$ cat src/design/bpd_regs.svh
`ifndef BPD_REGS_SVH
`define BPD_REGS_SVH
// ----------------------------------------------------------------------
// Parameter offsets.
// ----------------------------------------------------------------------
`define BPD_OFF_UV_ACT_THR      16'h0004
`define BPD_OFF_OV_ACT_THR      16'h0005
`define BPD_OFF_OH_ACT_THR      16'h0006
`define BPD_OFF_LV_ACT_THR      16'h0008
`define BPD_OFF_HT_ACT_THR      16'h0015
`define BPD_OFF_RESTART_V       16'h001A
`define BPD_OFF_SOC_WARN        16'h0022
`define BPD_OFF_UV_ACT_DLY      16'h0025
`define BPD_OFF_UV_REL_DLY      16'h0026
`define BPD_OFF_OV_ACT_DLY      16'h0027
`define BPD_OFF_OV_REL_DLY      16'h0028
`define BPD_OFF_OH_ACT_DLY      16'h0029
`define BPD_OFF_OH_REL_DLY      16'h002A
`define BPD_OFF_DOC_ACT_DLY     16'h002B
`define BPD_OFF_DOC_REL_DLY     16'h002C
`define BPD_OFF_COC_ACT_DLY     16'h002D
`define BPD_OFF_COC_REL_DLY     16'h002E
`define BPD_OFF_COMM_ACT_DLY    16'h002F
`define BPD_OFF_COMM_REL_DLY    16'h0030
`define BPD_OFF_UV_REL_THR      16'h0031
`define BPD_OFF_OV_REL_THR      16'h0032
`define BPD_OFF_OH_REL_THR      16'h0033
`define BPD_OFF_LVR_ACT_DLY     16'h0034
`define BPD_OFF_LVR_REL_DLY     16'h0035
`define BPD_OFF_HTR_ACT_DLY     16'h0036
`define BPD_OFF_HTR_REL_DLY     16'h0037
`define BPD_OFF_HDR_ACT_DLY     16'h0038
`define BPD_OFF_HDR_REL_DLY     16'h0039
`define BPD_OFF_LVR_REL_THR     16'h003A
`define BPD_OFF_HTR_REL_THR     16'h003B
`define BPD_OFF_CLIMATE_MIN_SOC 16'h0118
`define BPD_OFF_STATUS          16'h0F00
// ----------------------------------------------------------------------
// Reset values and timing.
// ----------------------------------------------------------------------
`define BPD_RST_PAR             8'h00
`define BPD_RST_CLIMATE         16'h0000
`define BPD_CLK_PERIOD_NS       20
`define BPD_TENTH_MS            100
`define BPD_TENTHS_PER_SEC      4'hA
`endif

$ cat src/design/bpd_pkg.sv
package bpd_pkg;
  // Number of byte parameters held and number of debounced channels.
  localparam int unsigned BPD_NPAR = 30;
  localparam int unsigned BPD_NCH  = 9;
  typedef logic [BPD_NPAR-1:0][7:0] bpd_par_t;
  // Debounce state of one channel.
  typedef enum logic { BPD_INACTIVE, BPD_ACTIVE } bpd_chan_e;
  typedef struct packed {
    bpd_chan_e  state;
    logic [7:0] cnt;
  } bpd_chan_s;
  // Protection and reduction flags, bit 0 is under-voltage.
  typedef struct packed {
    logic hdr;
    logic htr;
    logic lvr;
    logic comm;
    logic coc;
    logic doc;
    logic oh;
    logic ov;
    logic uv;
  } bpd_flags_s;
  // Parameter access request over the serial protocol.
  typedef struct packed {
    logic        wr;
    logic        rd;
    logic [15:0] addr;
    logic [15:0] wdata;
  } bpd_param_req_s;
  // Measurements, all in parameter encoding.
  typedef struct packed {
    logic [7:0]  min_cell_v;
    logic [7:0]  max_cell_v;
    logic [7:0]  max_module_t;
    logic [15:0] soc;
  } bpd_meas_s;
endpackage

$ cat src/design/bpd_supervisor.sv
`timescale 1ns/100ps
`default_nettype none
`include "bpd_regs.svh"

module bpd_supervisor
  import bpd_pkg::*;
#(
  // Clock cycles per 0.1 s; shorten in simulation.
  parameter int unsigned TENTH_CYCLES =
    (`BPD_TENTH_MS * 1000000) / `BPD_CLK_PERIOD_NS
)(
  // Clock and reset.
  input  wire logic           clk_sys_i,
  input  wire logic           arst_n_i,
  // Parameter access.
  input  wire bpd_param_req_s param_req_i,
  output logic [15:0]         param_rdata_o,
  output logic                param_ack_o,
  output logic                param_err_o,
  // Measurements and conditions.
  input  wire bpd_meas_s      meas_i,
  input  wire logic           discharge_overcurrent_i,
  input  wire logic           charge_overcurrent_i,
  input  wire logic           high_discharge_i,
  input  wire logic           cell_comm_ok_i,
  input  wire logic           charger_connected_i,
  input  wire logic           charge_finished_i,
  input  wire logic           contactor_prot_en_i,
  input  wire logic           prot_clear_i,
  // Results.
  output bpd_flags_s          flags_o,
  output logic                contactor_open_o,
  output logic                charge_stop_o,
  output logic                fault_o,
  output logic                climate_stop_o,
  output logic                charge_restart_o,
  output logic                soc_load_o,
  output logic [7:0]          soc_load_value_o
);

  // ----------------------------------------------------------------------
  // Whole state of the block.
  // ----------------------------------------------------------------------

  typedef struct packed {
    logic [31:0]                 pre;         // Cycle prescaler.
    logic [3:0]                  tenths;      // Tenths within a second.
    logic                        tick_tenth;  // 0.1 s strobe.
    logic                        tick_sec;    // 1 s strobe.
    bpd_chan_s [BPD_NCH-1:0]     ch;          // Debounce channels.
    bpd_par_t                    par;         // Byte parameters.
    logic [15:0]                 climate_min; // Signed SOC floor.
    logic                        lv_seen;     // Warning level seen.
    logic                        restart_seen; // Restart level seen.
    bpd_flags_s                  flags;
    logic                        contactor_open;
    logic                        charge_stop;
    logic                        fault;
    logic                        climate_stop;
    logic                        charge_restart;
    logic                        soc_load;
    logic [7:0]                  soc_load_value;
    logic [15:0]                 rdata;
    logic                        ack;
    logic                        err;
  } bpd_state_s;

  bpd_state_s state;       // Registered state.
  bpd_state_s next_state;  // Next state.

  // ----------------------------------------------------------------------
  // Helpers.
  // ----------------------------------------------------------------------

  // Maps a parameter offset to its storage slot; all ones means unmapped.
  // The delay and release block is contiguous, so it is one subtraction.
  function automatic logic [5:0] bpd_index(input logic [15:0] addr);
    logic [15:0] rel;
    rel = addr - `BPD_OFF_UV_ACT_DLY;
    if (addr == `BPD_OFF_UV_ACT_THR)
      return 6'h00;
    else if (addr == `BPD_OFF_OV_ACT_THR)
      return 6'h01;
    else if (addr == `BPD_OFF_OH_ACT_THR)
      return 6'h02;
    else if (addr == `BPD_OFF_LV_ACT_THR)
      return 6'h03;
    else if (addr == `BPD_OFF_HT_ACT_THR)
      return 6'h04;
    else if (addr == `BPD_OFF_RESTART_V)
      return 6'h05;
    else if (addr == `BPD_OFF_SOC_WARN)
      return 6'h06;
    else if (addr >= `BPD_OFF_UV_ACT_DLY && addr <= `BPD_OFF_HTR_REL_THR)
      return 6'(rel[5:0] + 6'h07);
    else
      return 6'h3F;
  endfunction

  // Reads one byte parameter by its offset.
  function automatic logic [7:0] bpd_par(input bpd_par_t par, input logic [15:0] addr);
    logic [5:0] idx;
    idx = bpd_index(addr);
    return par[idx[4:0]];
  endfunction

  // ----------------------------------------------------------------------
  // Channel conditions.
  // ----------------------------------------------------------------------

  // Condition that arms activation, and condition that counts as absent.
  // Codes of one kind share offset and step, so they compare directly.
  logic [BPD_NCH-1:0] act_cond;   // Condition present.
  logic [BPD_NCH-1:0] rel_cond;   // Condition absent (release side).
  logic [BPD_NCH-1:0][7:0] act_dly; // Activation delay, 0.1 s units.
  logic [BPD_NCH-1:0][7:0] rel_dly; // Release delay, 1 s units.

  // Builds the per-channel table from measurements and parameters.
  always_comb
  begin
    // Under-voltage: min cell at or below activate, released at or above own level.
    act_cond[0] = meas_i.min_cell_v <= bpd_par(state.par, `BPD_OFF_UV_ACT_THR);
    rel_cond[0] = meas_i.min_cell_v >= bpd_par(state.par, `BPD_OFF_UV_REL_THR);
    act_dly[0]  = bpd_par(state.par, `BPD_OFF_UV_ACT_DLY);
    rel_dly[0]  = bpd_par(state.par, `BPD_OFF_UV_REL_DLY);
    // Over-voltage: max cell at or above activate.
    act_cond[1] = meas_i.max_cell_v >= bpd_par(state.par, `BPD_OFF_OV_ACT_THR);
    rel_cond[1] = meas_i.max_cell_v <= bpd_par(state.par, `BPD_OFF_OV_REL_THR);
    act_dly[1]  = bpd_par(state.par, `BPD_OFF_OV_ACT_DLY);
    rel_dly[1]  = bpd_par(state.par, `BPD_OFF_OV_REL_DLY);
    // Module over-heat.
    act_cond[2] = meas_i.max_module_t >= bpd_par(state.par, `BPD_OFF_OH_ACT_THR);
    rel_cond[2] = meas_i.max_module_t <= bpd_par(state.par, `BPD_OFF_OH_REL_THR);
    act_dly[2]  = bpd_par(state.par, `BPD_OFF_OH_ACT_DLY);
    rel_dly[2]  = bpd_par(state.par, `BPD_OFF_OH_REL_DLY);
    // Discharge over-current, judged outside this block.
    act_cond[3] = discharge_overcurrent_i;
    rel_cond[3] = !discharge_overcurrent_i;
    act_dly[3]  = bpd_par(state.par, `BPD_OFF_DOC_ACT_DLY);
    rel_dly[3]  = bpd_par(state.par, `BPD_OFF_DOC_REL_DLY);
    // Charge over-current.
    act_cond[4] = charge_overcurrent_i;
    rel_cond[4] = !charge_overcurrent_i;
    act_dly[4]  = bpd_par(state.par, `BPD_OFF_COC_ACT_DLY);
    rel_dly[4]  = bpd_par(state.par, `BPD_OFF_COC_REL_DLY);
    // Cell communication missing.
    act_cond[5] = !cell_comm_ok_i;
    rel_cond[5] = cell_comm_ok_i;
    act_dly[5]  = bpd_par(state.par, `BPD_OFF_COMM_ACT_DLY);
    rel_dly[5]  = bpd_par(state.par, `BPD_OFF_COMM_REL_DLY);
    // Low cell voltage reduction shares the warning threshold.
    act_cond[6] = meas_i.min_cell_v <= bpd_par(state.par, `BPD_OFF_LV_ACT_THR);
    rel_cond[6] = meas_i.min_cell_v >= bpd_par(state.par, `BPD_OFF_LVR_REL_THR);
    act_dly[6]  = bpd_par(state.par, `BPD_OFF_LVR_ACT_DLY);
    rel_dly[6]  = bpd_par(state.par, `BPD_OFF_LVR_REL_DLY);
    // High module temperature reduction.
    act_cond[7] = meas_i.max_module_t >= bpd_par(state.par, `BPD_OFF_HT_ACT_THR);
    rel_cond[7] = meas_i.max_module_t <= bpd_par(state.par, `BPD_OFF_HTR_REL_THR);
    act_dly[7]  = bpd_par(state.par, `BPD_OFF_HTR_ACT_DLY);
    rel_dly[7]  = bpd_par(state.par, `BPD_OFF_HTR_REL_DLY);
    // High discharge current reduction.
    act_cond[8] = high_discharge_i;
    rel_cond[8] = !high_discharge_i;
    act_dly[8]  = bpd_par(state.par, `BPD_OFF_HDR_ACT_DLY);
    rel_dly[8]  = bpd_par(state.par, `BPD_OFF_HDR_REL_DLY);
  end

  // ----------------------------------------------------------------------
  // Next state.
  // ----------------------------------------------------------------------

  // One process computes every next value of the block.
  always_comb
  begin
    logic [5:0] idx;
    logic       lv_now;
    logic       restart_now;
    idx         = bpd_index(param_req_i.addr);
    lv_now      = 1'b0;
    restart_now = 1'b0;
    next_state  = state;

    // Tick strobes: a tenth every TENTH_CYCLES, a second every ten tenths.
    next_state.tick_tenth = 1'b0;
    next_state.tick_sec   = 1'b0;
    if (state.pre >= 32'(TENTH_CYCLES - 1))
    begin
      next_state.pre        = 32'h0000_0000;
      next_state.tick_tenth = 1'b1;
      if (state.tenths >= `BPD_TENTHS_PER_SEC - 4'h1)
      begin
        next_state.tenths   = 4'h0;
        next_state.tick_sec = 1'b1;
      end
      else
      begin
        next_state.tenths = state.tenths + 4'h1;
      end
    end
    else
    begin
      next_state.pre = state.pre + 32'h0000_0001;
    end

    // Debounce channels. A tick may arrive early in the first interval, so
    // the real wait lies between delay-1 and delay units; zero acts at once.
    for (int i = 0; i < BPD_NCH; i++)
    begin
      case (state.ch[i].state)
        BPD_INACTIVE:
        begin
          if (!act_cond[i])
          begin
            // Condition gone before expiry: start over.
            next_state.ch[i].cnt = 8'h00;
          end
          else if (state.ch[i].cnt >= act_dly[i])
          begin
            next_state.ch[i].state = BPD_ACTIVE;
            next_state.ch[i].cnt   = 8'h00;
          end
          else if (state.tick_tenth)
          begin
            next_state.ch[i].cnt = state.ch[i].cnt + 8'h01;
          end
        end
        BPD_ACTIVE:
        begin
          if (!rel_cond[i])
          begin
            // Condition back before expiry: start over.
            next_state.ch[i].cnt = 8'h00;
          end
          else if (state.ch[i].cnt >= rel_dly[i])
          begin
            next_state.ch[i].state = BPD_INACTIVE;
            next_state.ch[i].cnt   = 8'h00;
          end
          else if (state.tick_sec)
          begin
            next_state.ch[i].cnt = state.ch[i].cnt + 8'h01;
          end
        end
        default:
        begin
          next_state.ch[i] = '{state: BPD_INACTIVE, cnt: 8'h00};
        end
      endcase
      next_state.flags[i] = next_state.ch[i].state == BPD_ACTIVE;
    end

    // Synchronous clear of protections; parameters are left untouched.
    if (prot_clear_i)
    begin
      for (int i = 0; i < BPD_NCH; i++)
      begin
        next_state.ch[i] = '{state: BPD_INACTIVE, cnt: 8'h00};
      end
      next_state.flags = '0;
    end

    // Actions derived from the flags.
    next_state.contactor_open = contactor_prot_en_i &
                                (next_state.flags.uv | next_state.flags.ov);
    next_state.charge_stop    = next_state.flags.oh;
    next_state.fault          = next_state.flags.oh;

    // Climate control floor is a signed compare in 0.01 % units.
    next_state.climate_stop = $signed(meas_i.soc) < $signed(state.climate_min);

    // Charge restart fires once as the highest cell falls to the level.
    restart_now = charger_connected_i & charge_finished_i &
                  (meas_i.max_cell_v <= bpd_par(state.par, `BPD_OFF_RESTART_V));
    next_state.restart_seen   = restart_now;
    next_state.charge_restart = restart_now & !state.restart_seen;

    // SOC load fires once as the lowest cell reaches the warning level.
    lv_now = meas_i.min_cell_v <= bpd_par(state.par, `BPD_OFF_LV_ACT_THR);
    next_state.lv_seen  = lv_now;
    next_state.soc_load = lv_now & !state.lv_seen;
    if (lv_now & !state.lv_seen)
    begin
      next_state.soc_load_value = bpd_par(state.par, `BPD_OFF_SOC_WARN);
    end

    // Parameter access: one answer cycle per request, write wins over read.
    next_state.ack = param_req_i.wr | param_req_i.rd;
    next_state.err = 1'b0;
    if (param_req_i.wr)
    begin
      if (idx != 6'h3F)
      begin
        next_state.par[idx[4:0]] = param_req_i.wdata[7:0];
      end
      else if (param_req_i.addr == `BPD_OFF_CLIMATE_MIN_SOC)
      begin
        next_state.climate_min = param_req_i.wdata;
      end
      else
      begin
        // Unmapped or read-only: the write is dropped and flagged.
        next_state.err = 1'b1;
      end
    end
    else if (param_req_i.rd)
    begin
      if (idx != 6'h3F)
      begin
        next_state.rdata = {8'h00, state.par[idx[4:0]]};
      end
      else if (param_req_i.addr == `BPD_OFF_CLIMATE_MIN_SOC)
      begin
        next_state.rdata = state.climate_min;
      end
      else if (param_req_i.addr == `BPD_OFF_STATUS)
      begin
        next_state.rdata = {7'h00, state.flags};
      end
      else
      begin
        next_state.rdata = 16'h0000;
        next_state.err   = 1'b1;
      end
    end
  end

  // ----------------------------------------------------------------------
  // State register.
  // ----------------------------------------------------------------------

  // Reset brings every channel inactive with cleared counters.
  always_ff @(posedge clk_sys_i or negedge arst_n_i)
  begin
    if (!arst_n_i)
    begin
      state             <= '0;
      state.par         <= {BPD_NPAR{`BPD_RST_PAR}};
      state.climate_min <= `BPD_RST_CLIMATE;
    end
    else
    begin
      state <= next_state;
    end
  end

  // ----------------------------------------------------------------------
  // Outputs.
  // ----------------------------------------------------------------------

  // All outputs come straight from the state register.
  assign param_rdata_o    = state.rdata;
  assign param_ack_o      = state.ack;
  assign param_err_o      = state.err;
  assign flags_o          = state.flags;
  assign contactor_open_o = state.contactor_open;
  assign charge_stop_o    = state.charge_stop;
  assign fault_o          = state.fault;
  assign climate_stop_o   = state.climate_stop;
  assign charge_restart_o = state.charge_restart;
  assign soc_load_o       = state.soc_load;
  assign soc_load_value_o = state.soc_load_value;

endmodule // bpd_supervisor
`default_nettype wire

$ cat config.mk
export PLATFORM = sky130hd
export DESIGN_NAME = bpd_supervisor
export DESIGN_NICKNAME = d
export VERILOG_FILES = /design/src/design/bpd_pkg.sv /design/src/design/bpd_supervisor.sv
export VERILOG_INCLUDE_DIRS = /design/src /design/src/design
export SDC_FILE = /design/constraint.sdc
export NUM_CORES = 1
export LEC_CHECK = 0
export CAP_MARGIN = 15
export CORE_UTILIZATION = 55
export CTS_CLUSTER_DIAMETER = 200
export DETAILED_ROUTE_END_ITERATION = 8
export DONT_BUFFER_PORTS = 1
export GPL_TIMING_DRIVEN = 0
export PLACE_DENSITY = 0.68
export SYNTH_ARGS = -nofsm -noshare
export SYNTH_HDL_FRONTEND = slang
export SYNTH_SLANG_ARGS = --single-unit
$ cat constraint.sdc
create_clock -name clk_sys_i -period 5.8 [get_ports clk_sys_i]
set_clock_uncertainty 0.2 [all_clocks]
set_input_delay 0.58 -clock clk_sys_i [delete_from_list [all_inputs] [get_ports clk_sys_i]]
set_output_delay 0.58 -clock clk_sys_i [all_outputs]
set_load 0.01 [all_outputs]
[After elaboration in Yosys (flattened, before gate mapping)]
Index checks and enable logic that the tools add are counted.
Operators by class
  add/sub/neg operators: 13
  $lt $le $gt $ge: 37
  equality and inequality tests: 28
  multiplexer cells: 131
  bitwise gates (word level): 18
  reductions and logical operators: 16
Operators by type and width (number)
  two-way mux 8 bit: 57
  bitwise mux 240 bit: 1
  >= comparator 8 bit: 23
  one-hot mux 9 bit (2 select lines): 9
  two-way mux 81 bit: 1
  binary-select mux 8 bit (select 5 bit): 2
  adder 8 x 1 -> 8 bit, second input constant: 9
  equality test 16 x 3 -> 1 bit, second input constant: 3
  less-or-equal comparator 8 bit: 6
  two-way mux 6 bit: 8
  != test 5 bit, second input constant: 9
  two-way mux 1 bit: 44
  demux 8 bit (select 5 bit): 1
  adder 32 x 1 -> 32 bit, second input constant: 1
  equality test 16 x 5 -> 1 bit, second input constant: 2
  >= comparator 32 x 23 -> 1 bit, second input constant: 1
  two-way mux 16 bit: 2
  two-way mux 32 bit: 1
  != test 5 x 4 -> 1 bit, second input constant: 5
  AND reduction 2 bit: 11
  != test 5 x 3 -> 1 bit, second input constant: 4
  two-way mux 9 bit: 2
  equality test 16 x 12 -> 1 bit, second input constant: 1
  equality test 16 x 4 -> 1 bit, second input constant: 1
  21 further kinds: 39
Storage, ports and cells
  flip-flop bits (word level): 416
  bits of input ports: 84
  output and inout bits: 41
  logic and storage cells: 315

[Logic depth before layout (Yosys ltp)]
  word-level depth: 15
  gate-level depth with buffers: 12
  mapped depth without buffers: 11

[Worst setup path before layout]
Ideal clock, no wire load.
  kind: input -> register
  start point: in meas_i[16] (netlist name)
  end point: reg state[369] (netlist name)
  library setup time: 0.066 ns
  arrival: 2.980 ns
  data required time: 5.534 ns
  setup slack: 2.554 ns
  stages on the path: 11
  path buffers: 0
  cells stage by stage: inv_1 -> ha_1 -> nand2b_1 -> a21o_1 -> a21oi_1 -> o211a_1 -> a211oi_1 -> and3_1 -> a2111oi_0 -> or4b_1 -> nand2_1
On the way
  word-level cells in the longest chain between the ends: 4
  elaborated cells between the ends (all ways): 9
  classes of those cells: 2 x order compare; 2 x eq/ne; 4 x mux; 1 x reduce/logical
RTL lines
  start, declared: RTL line bpd_supervisor.sv:21  | input wire bpd_meas_s meas_i,
  less-or-equal comparator 8 bit or >= comparator 8 bit (tied branches): RTL line bpd_supervisor.sv:158, bpd_supervisor.sv:157
  two-way mux 8 bit (on tied branches): RTL line bpd_supervisor.sv:229, bpd_supervisor.sv:212
  one-hot mux 9 bit (2 select lines): RTL line bpd_supervisor.sv:209  | case (state.ch[i].state)
  two-way mux 81 bit: RTL line bpd_supervisor.sv:253  | if (prot_clear_i)
  end signal, assigned: RTL line bpd_supervisor.sv:342  | state <= next_state;
  end, declared: RTL line bpd_supervisor.sv:68  | bpd_state_s state;
Several ways; a longest one is shown, not always the timed one.
A chain may end at the register's enable or synchronous reset.

[Worst setup path in the final report]
  start point: in param_req_i[17] (netlist name)
  end point: reg state, in the netlist param_rdata_o[0]
On the way
  word-level cells in the longest chain between the ends: 13
  elaborated cells between the ends (all ways): 28
  classes of those cells: 2 x add/sub; 2 x order compare; 10 x eq/ne; 13 x mux; 1 x reduce/logical
RTL lines
  start, declared: RTL line bpd_supervisor.sv:16  | input wire bpd_param_req_s param_req_i,
  subtractor 6 bit (no line) (tied with other cells)
  adder 6 x 3 -> 6 bit or logical AND 1 bit (tied branches)
  two-way mux 6 bit: RTL line bpd_supervisor.sv:94  | else if (addr >= `BPD_OFF_UV_ACT_DLY && addr <= `BPD_OFF_HTR_REL_THR)
  two-way mux 6 bit: RTL line bpd_supervisor.sv:92  | else if (addr == `BPD_OFF_SOC_WARN)
  two-way mux 6 bit: RTL line bpd_supervisor.sv:90  | else if (addr == `BPD_OFF_RESTART_V)
  two-way mux 6 bit: RTL line bpd_supervisor.sv:88  | else if (addr == `BPD_OFF_HT_ACT_THR)
  two-way mux 6 bit: RTL line bpd_supervisor.sv:86  | else if (addr == `BPD_OFF_LV_ACT_THR)
  two-way mux 6 bit: RTL line bpd_supervisor.sv:84  | else if (addr == `BPD_OFF_OH_ACT_THR)
  two-way mux 6 bit: RTL line bpd_supervisor.sv:82  | else if (addr == `BPD_OFF_OV_ACT_THR)
  two-way mux 6 bit: RTL line bpd_supervisor.sv:80  | if (addr == `BPD_OFF_UV_ACT_THR)
  binary-select mux 8 bit (select 5 bit): RTL line bpd_supervisor.sv:309  | next_state.rdata = {8'h00, state.par[idx[4:0]]};
  two-way mux 8 bit (implied by the code): RTL line bpd_supervisor.sv:309
  two-way mux 16 bit (*): RTL line bpd_supervisor.sv:307  | if (idx != 6'h3F)
Mark *: on every way between the ends. The rest lies on a longest branch, timed or not. The select of a mux whose other input is x is not followed.

==> report_table.html <==
<table>
<tr><th>Metric</th><th>Value</th></tr>
<tr><th colspan="2">STA</th></tr>
<tr><td>Top achievable clock speed</td><td>between 0.2 and 0.3 GHz</td></tr>
<tr><td>Final-report setup violation count</td><td>0</td></tr>
<tr><td>Post-route worst hold slack</td><td>-0.5057 ns</td></tr>
<tr><td>Final Hold Violating Endpoints</td><td>407</td></tr>
<tr><td>Sum Neg Setup Slack</td><td>0 ns</td></tr>
<tr><td>Min cycle time layout</td><td>about 3.9 ns</td></tr>
<tr><td>Final count of pins violating max slew</td><td>around 110</td></tr>
<tr><td>Portion of the clock cycle consumed by the worst path in the final layout</td><td>0.6789</td></tr>
<tr><td>Setup repair after global routing missed its margin</td><td>false</td></tr>
<tr><td>Max_slew headroom</td><td>-0.1145</td></tr>
<tr><td>Worst Tran Pin Value</td><td>about 1.7 ns</td></tr>
<tr><th colspan="2">Global routing</th></tr>
<tr><td>Final global-route overflow total</td><td>0</td></tr>
<tr><td>Global Route met2 Usage</td><td>0.5535</td></tr>
<tr><td>Pin count of the biggest net entering global routing</td><td>408</td></tr>
<tr><td>Total track usage</td><td>0.3521</td></tr>
<tr><td>Met3 Resource Use GR</td><td>0.07813</td></tr>
<tr><td>Gr busiest metal</td><td>met2</td></tr>
<tr><td>Global Route met1 Usage</td><td>0.4633</td></tr>
<tr><td>Wire length of the first global-routing pass</td><td>between 100000 and 150000 µm</td></tr>
<tr><td>Vias in the first global route</td><td>approximately 21000</td></tr>
<tr><td>Antenna violations before repair</td><td>3</td></tr>
<tr><th colspan="2">Clocking</th></tr>
<tr><td>Number of clock buffers inserted by TritonCTS</td><td>between 40 and 50</td></tr>
<tr><td>Post-CTS Hold Buffers</td><td>24</td></tr>
<tr><td>Resize count post-CTS</td><td>0</td></tr>
<tr><td>Buffer count from post-CTS setup fixing</td><td>0</td></tr>
<tr><td>CTS tree</td><td>yes</td></tr>
<tr><td>Buffer type at the clock tree root</td><td>clkbuf_16</td></tr>
<tr><td>Clock-pin transition on the worst setup and hold timing paths</td><td>roughly 0.06 ns</td></tr>
<tr><td>Number of levels the H-tree was split into</td><td>2</td></tr>
<tr><td>Sinks on the clock net</td><td>407</td></tr>
<tr><td>Clock tree buffer depth</td><td>3</td></tr>
<tr><td>Source-to-sink clock delay at the later pin of the worst-skew pair</td><td>0.59 ns</td></tr>
<tr><th colspan="2">Power</th></tr>
<tr><td>Leak</td><td>around 0.014 µW</td></tr>
<tr><td>Power density over cell area</td><td>roughly 230 nW/µm²</td></tr>
<tr><td>Worst ir drop on vdd</td><td>between 0.0002 and 0.00025 V</td></tr>
<tr><th colspan="2">Detailed routing</th></tr>
<tr><td>DR DRC count</td><td>0</td></tr>
<tr><td>Total via count in the routed design</td><td>21410</td></tr>
<tr><td>Initial DRC Count</td><td>around 1900</td></tr>
<tr><td>Detailed Routing Iterations Pass 1</td><td>5</td></tr>
<tr><td>Final Routed Wirelength</td><td>82310 µm</td></tr>
<tr><td>Vias per cell</td><td>about 6.2</td></tr>
<tr><td>Wire length per cell</td><td>23.67 µm</td></tr>
<tr><td>Remaining number of nets flagged by the antenna check after routing</td><td>0</td></tr>
<tr><th colspan="2">Placed design</th></tr>
<tr><td>Count of input and output buffers</td><td>0</td></tr>
<tr><td>Half-perimeter wire length after placement</td><td>60880 µm</td></tr>
<tr><td>Instance area at placement</td><td>roughly 26000 µm²</td></tr>
<tr><td>Global placer's final weighted congestion</td><td>1.020</td></tr>
<tr><th colspan="2">Die</th></tr>
<tr><td>Chip height</td><td>216.8 µm</td></tr>
<tr><td>Number of core rows</td><td>78</td></tr>
<tr><td>Width of the chip</td><td>around 220 µm</td></tr>
<tr><td>Initial cell density of the core</td><td>0.5581</td></tr>
<tr><td>Overall die area</td><td>between 40000 and 50000 µm²</td></tr>
<tr><td>CORE AREA</td><td>about 45000 µm²</td></tr>
<tr><td>Top-level I/O count</td><td>125</td></tr>
<tr><th colspan="2">Hold path</th></tr>
<tr><td>Path class of the lowest-slack min-delay path</td><td>in -&gt; async</td></tr>
<tr><th colspan="2">Outcome</th></tr>
<tr><td>Violated checks</td><td>negative hold slack, max-slew violations</td></tr>
<tr><td>Status</td><td>finished with violations</td></tr>
<tr><th colspan="2">Finish</th></tr>
<tr><td>Total inserted antenna cells</td><td>0</td></tr>
<tr><td>Layout cells sized above 1</td><td>0.1178</td></tr>
<tr><td>Final Instance Area</td><td>roughly 28000 µm²</td></tr>
<tr><td>Layout overhead on the synthesized area</td><td>10.81%</td></tr>
<tr><td>Nets@finish</td><td>about 3200</td></tr>
<tr><th colspan="2">Synthesis</th></tr>
<tr><td>Post-synthesis sequential area ratio</td><td>0.4013</td></tr>
<tr><td>Post-Synthesis Cell Area</td><td>25380 µm²</td></tr>
<tr><td>Share of synthesized flip-flops with an asynchronous set or reset</td><td>1.000</td></tr>
<tr><td>Yosys cell types</td><td>between 80 and 90</td></tr>
<tr><td>Top cell types by occurrence after synthesis</td><td>407 x dfrtp_1, 261 x ha_1, 256 x inv_1</td></tr>
<tr><td>Proportion of netlist area held by the largest area contributor</td><td>0.4013</td></tr>
<tr><td>Warning count from the yosys run</td><td>0</td></tr>
<tr><td>Register bit count reported by yosys</td><td>~410</td></tr>
<tr><td>Number of enable-type register cells in the synthesized netlist</td><td>0</td></tr>
<tr><td>Synth Flop Type</td><td>dfrtp_1</td></tr>
<tr><td>Post-synthesis cell type with the largest combined area</td><td>dfrtp_1</td></tr>
<tr><td>Synth top area cells</td><td>dfrtp_1 40%, ha_1 13%, mux2_2 5.4%, o21ai_0 4.8%, inv_1 3.8%</td></tr>
<tr><td>Mapped Cells</td><td>2756</td></tr>
<tr><td>Most frequent cell after synthesis</td><td>dfrtp_1</td></tr>
<tr><td>Syn avg cell area</td><td>9.209 µm²</td></tr>
<tr><th colspan="2">Critical path</th></tr>
<tr><td>Critical path data required time</td><td>~6 ns</td></tr>
<tr><td>Start-to-end type of the worst setup path</td><td>in -&gt; reg</td></tr>
<tr><td>Critical path buffers and inverters</td><td>2</td></tr>
<tr><td>Total stage count of the critical path</td><td>10</td></tr>
<tr><td>Worst reg-to-reg path cell count</td><td>11</td></tr>
<tr><td>CP arrival</td><td>roughly 4.2 ns</td></tr>
<tr><td>Worst reg2reg endpoint</td><td>state[317]</td></tr>
<tr><td>CP Cell Sequence</td><td>or2_2 &gt; a211oi_1 &gt; o31a_1 &gt; a21o_1 &gt; buf_2 &gt; buf_2 &gt; mux2i_1 &gt; o22ai_1 &gt; nor4_1 &gt; a31oi_1</td></tr>
<tr><td>Internal reg-to-reg setup slack</td><td>between 2 and 2.5 ns</td></tr>
<tr><td>Type of element capturing the critical path</td><td>flop</td></tr>
<tr><td>Critical path peak fanout</td><td>10</td></tr>
<tr><td>Kind of cell adding the most delay to the critical path</td><td>compound AO/OA/AOI/OAI gates</td></tr>
<tr><td>Cell with the largest stage delay on the worst path</td><td>nor4_1</td></tr>
<tr><td>Slowest cell delay on critical path</td><td>around 0.66 ns</td></tr>
<tr><td>Startpoint type of the worst setup path</td><td>primary input</td></tr>
<tr><td>Worst path most repeated cell</td><td>buf_2</td></tr>
<tr><td>R2r startpoint</td><td>state[229]</td></tr>
<tr><th colspan="2">Job</th></tr>
<tr><td>Maximum capacitance violations</td><td>0</td></tr>
</table>
layout by cell type, fill, tap and decap left out, types with 12 or more instances in the layout:
| cell type | n |
|---|---|
| dfrtp_1 | 407 |
| ha_1 | 261 |
| inv_1 | 256 |
| nor2_1 | 255 |
| o21ai_0 | 244 |
| nand2_1 | 237 |
| a21oi_1 | 145 |
| mux2_2 | 122 |
| nand3_1 | 75 |
| a21o_1 | 49 |
| clkbuf_16 | 49 |
| clkbuf_1 | 48 |
| buf_2 | 45 |
| o22ai_1 | 41 |
| nand2b_1 | 40 |
| mux2i_1 | 40 |
| buf_4 | 39 |
| nor3_1 | 34 |
| xor2_1 | 34 |
| nand4_1 | 28 |
| nor2b_1 | 26 |
| and2_1 | 26 |
| xnor2_1 | 24 |
| dlygate4sd3_1 | 24 |
| and3_1 | 22 |
| a211oi_1 | 21 |
| a31oi_1 | 20 |
| o21a_1 | 16 |
| clkbuf_8 | 16 |
| or3_1 | 15 |
| nor4_1 | 15 |
| o211ai_1 | 12 |
report_power, final:
part           internal [µW]  total [µW]  switching (µW)
sequential              2870        2930            57.2
combinational            130         347             217
clock                   1960        3210            1250
worst reg2reg max path, cell delays in order (launching register included):
cell     delay, ns
dfrtp_1       0.35
inv_1         0.06
ha_1          0.29
a21oi_1       0.13
o22ai_1       0.09
o21ai_0       0.15
a21oi_1       0.08
o21ai_0       0.88
a22oi_1       0.27
or2_2         0.41
nor2_1        0.35
mux2_2        0.24
cells by family (layout without fill, tap and decap cells):
family,Yosys count,after routing,synth area share
other cells,1,9,0.0001478
simple gates,839,839,0.1579
flops,407,407,0.4013
fa+ha+maj,261,261,0.1287
xor+xnor,58,58,0.02001
buf+inv,391,504,0.06857
compound gates,631,631,0.1508
mux,168,168,0.07257
worst max path at each step:
stage | from | to | slack [ns]
after global placement | param_req_i[17] | param_rdata_o[7] | 1.43
after global routing | param_req_i[17] | param_rdata_o[7] | 1.76
after detailed placement | param_req_i[17] | param_rdata_o[7] | 1.46
after floorplan | meas_i[16] | state[369] | 2.55
after CTS | param_req_i[17] | param_rdata_o[7] | 2.07
final | param_req_i[17] | param_rdata_o[0] | 1.86
metrics by stage:
step	hold WS [ns]	power (µW)	worst slack [ns]	util	instances
floorplan	0.08441	3172	2.554	-	2764
global placement	0.09153	3286	1.428	0.5752	3364
detailed placement	0.09475	3306	1.460	0.5759	3365
CTS	-0.5252	6507	2.069	0.6179	3473
global route	-0.5328	6682	1.761	0.6184	3477
finish	-0.5057	6488	1.863	0.6184	3477
layer usage:
layer	wire length (µm)	vias to the layer above
li1	-	9745
met2	37070	951
met1	34200	10510
met5	7	-
met3	7293	200
met4	3731	2
flip-flops by register name, summed over array words and instances, names as in the netlist:
name / cells
charge_restart_o: 1
climate_stop_o: 1
contactor_open_o: 1
param_ack_o: 1
param_err_o: 1
param_rdata_o: 16
soc_load_o: 1
soc_load_value_o: 8
state: 377
area by class of cell:
type,count,area [µm²]
fillers,3867,17360
well taps,600,750.7
clock inverters,15,212.7
repair buffers,29,287.8
plain buffers,135,779.5
flip-flops and latches,407,10180
multi-input cells,1966,13490
clock buffers,69,1461
inverters,256,960.9
No activity file was read; power rests on OpenSTA's default activity.
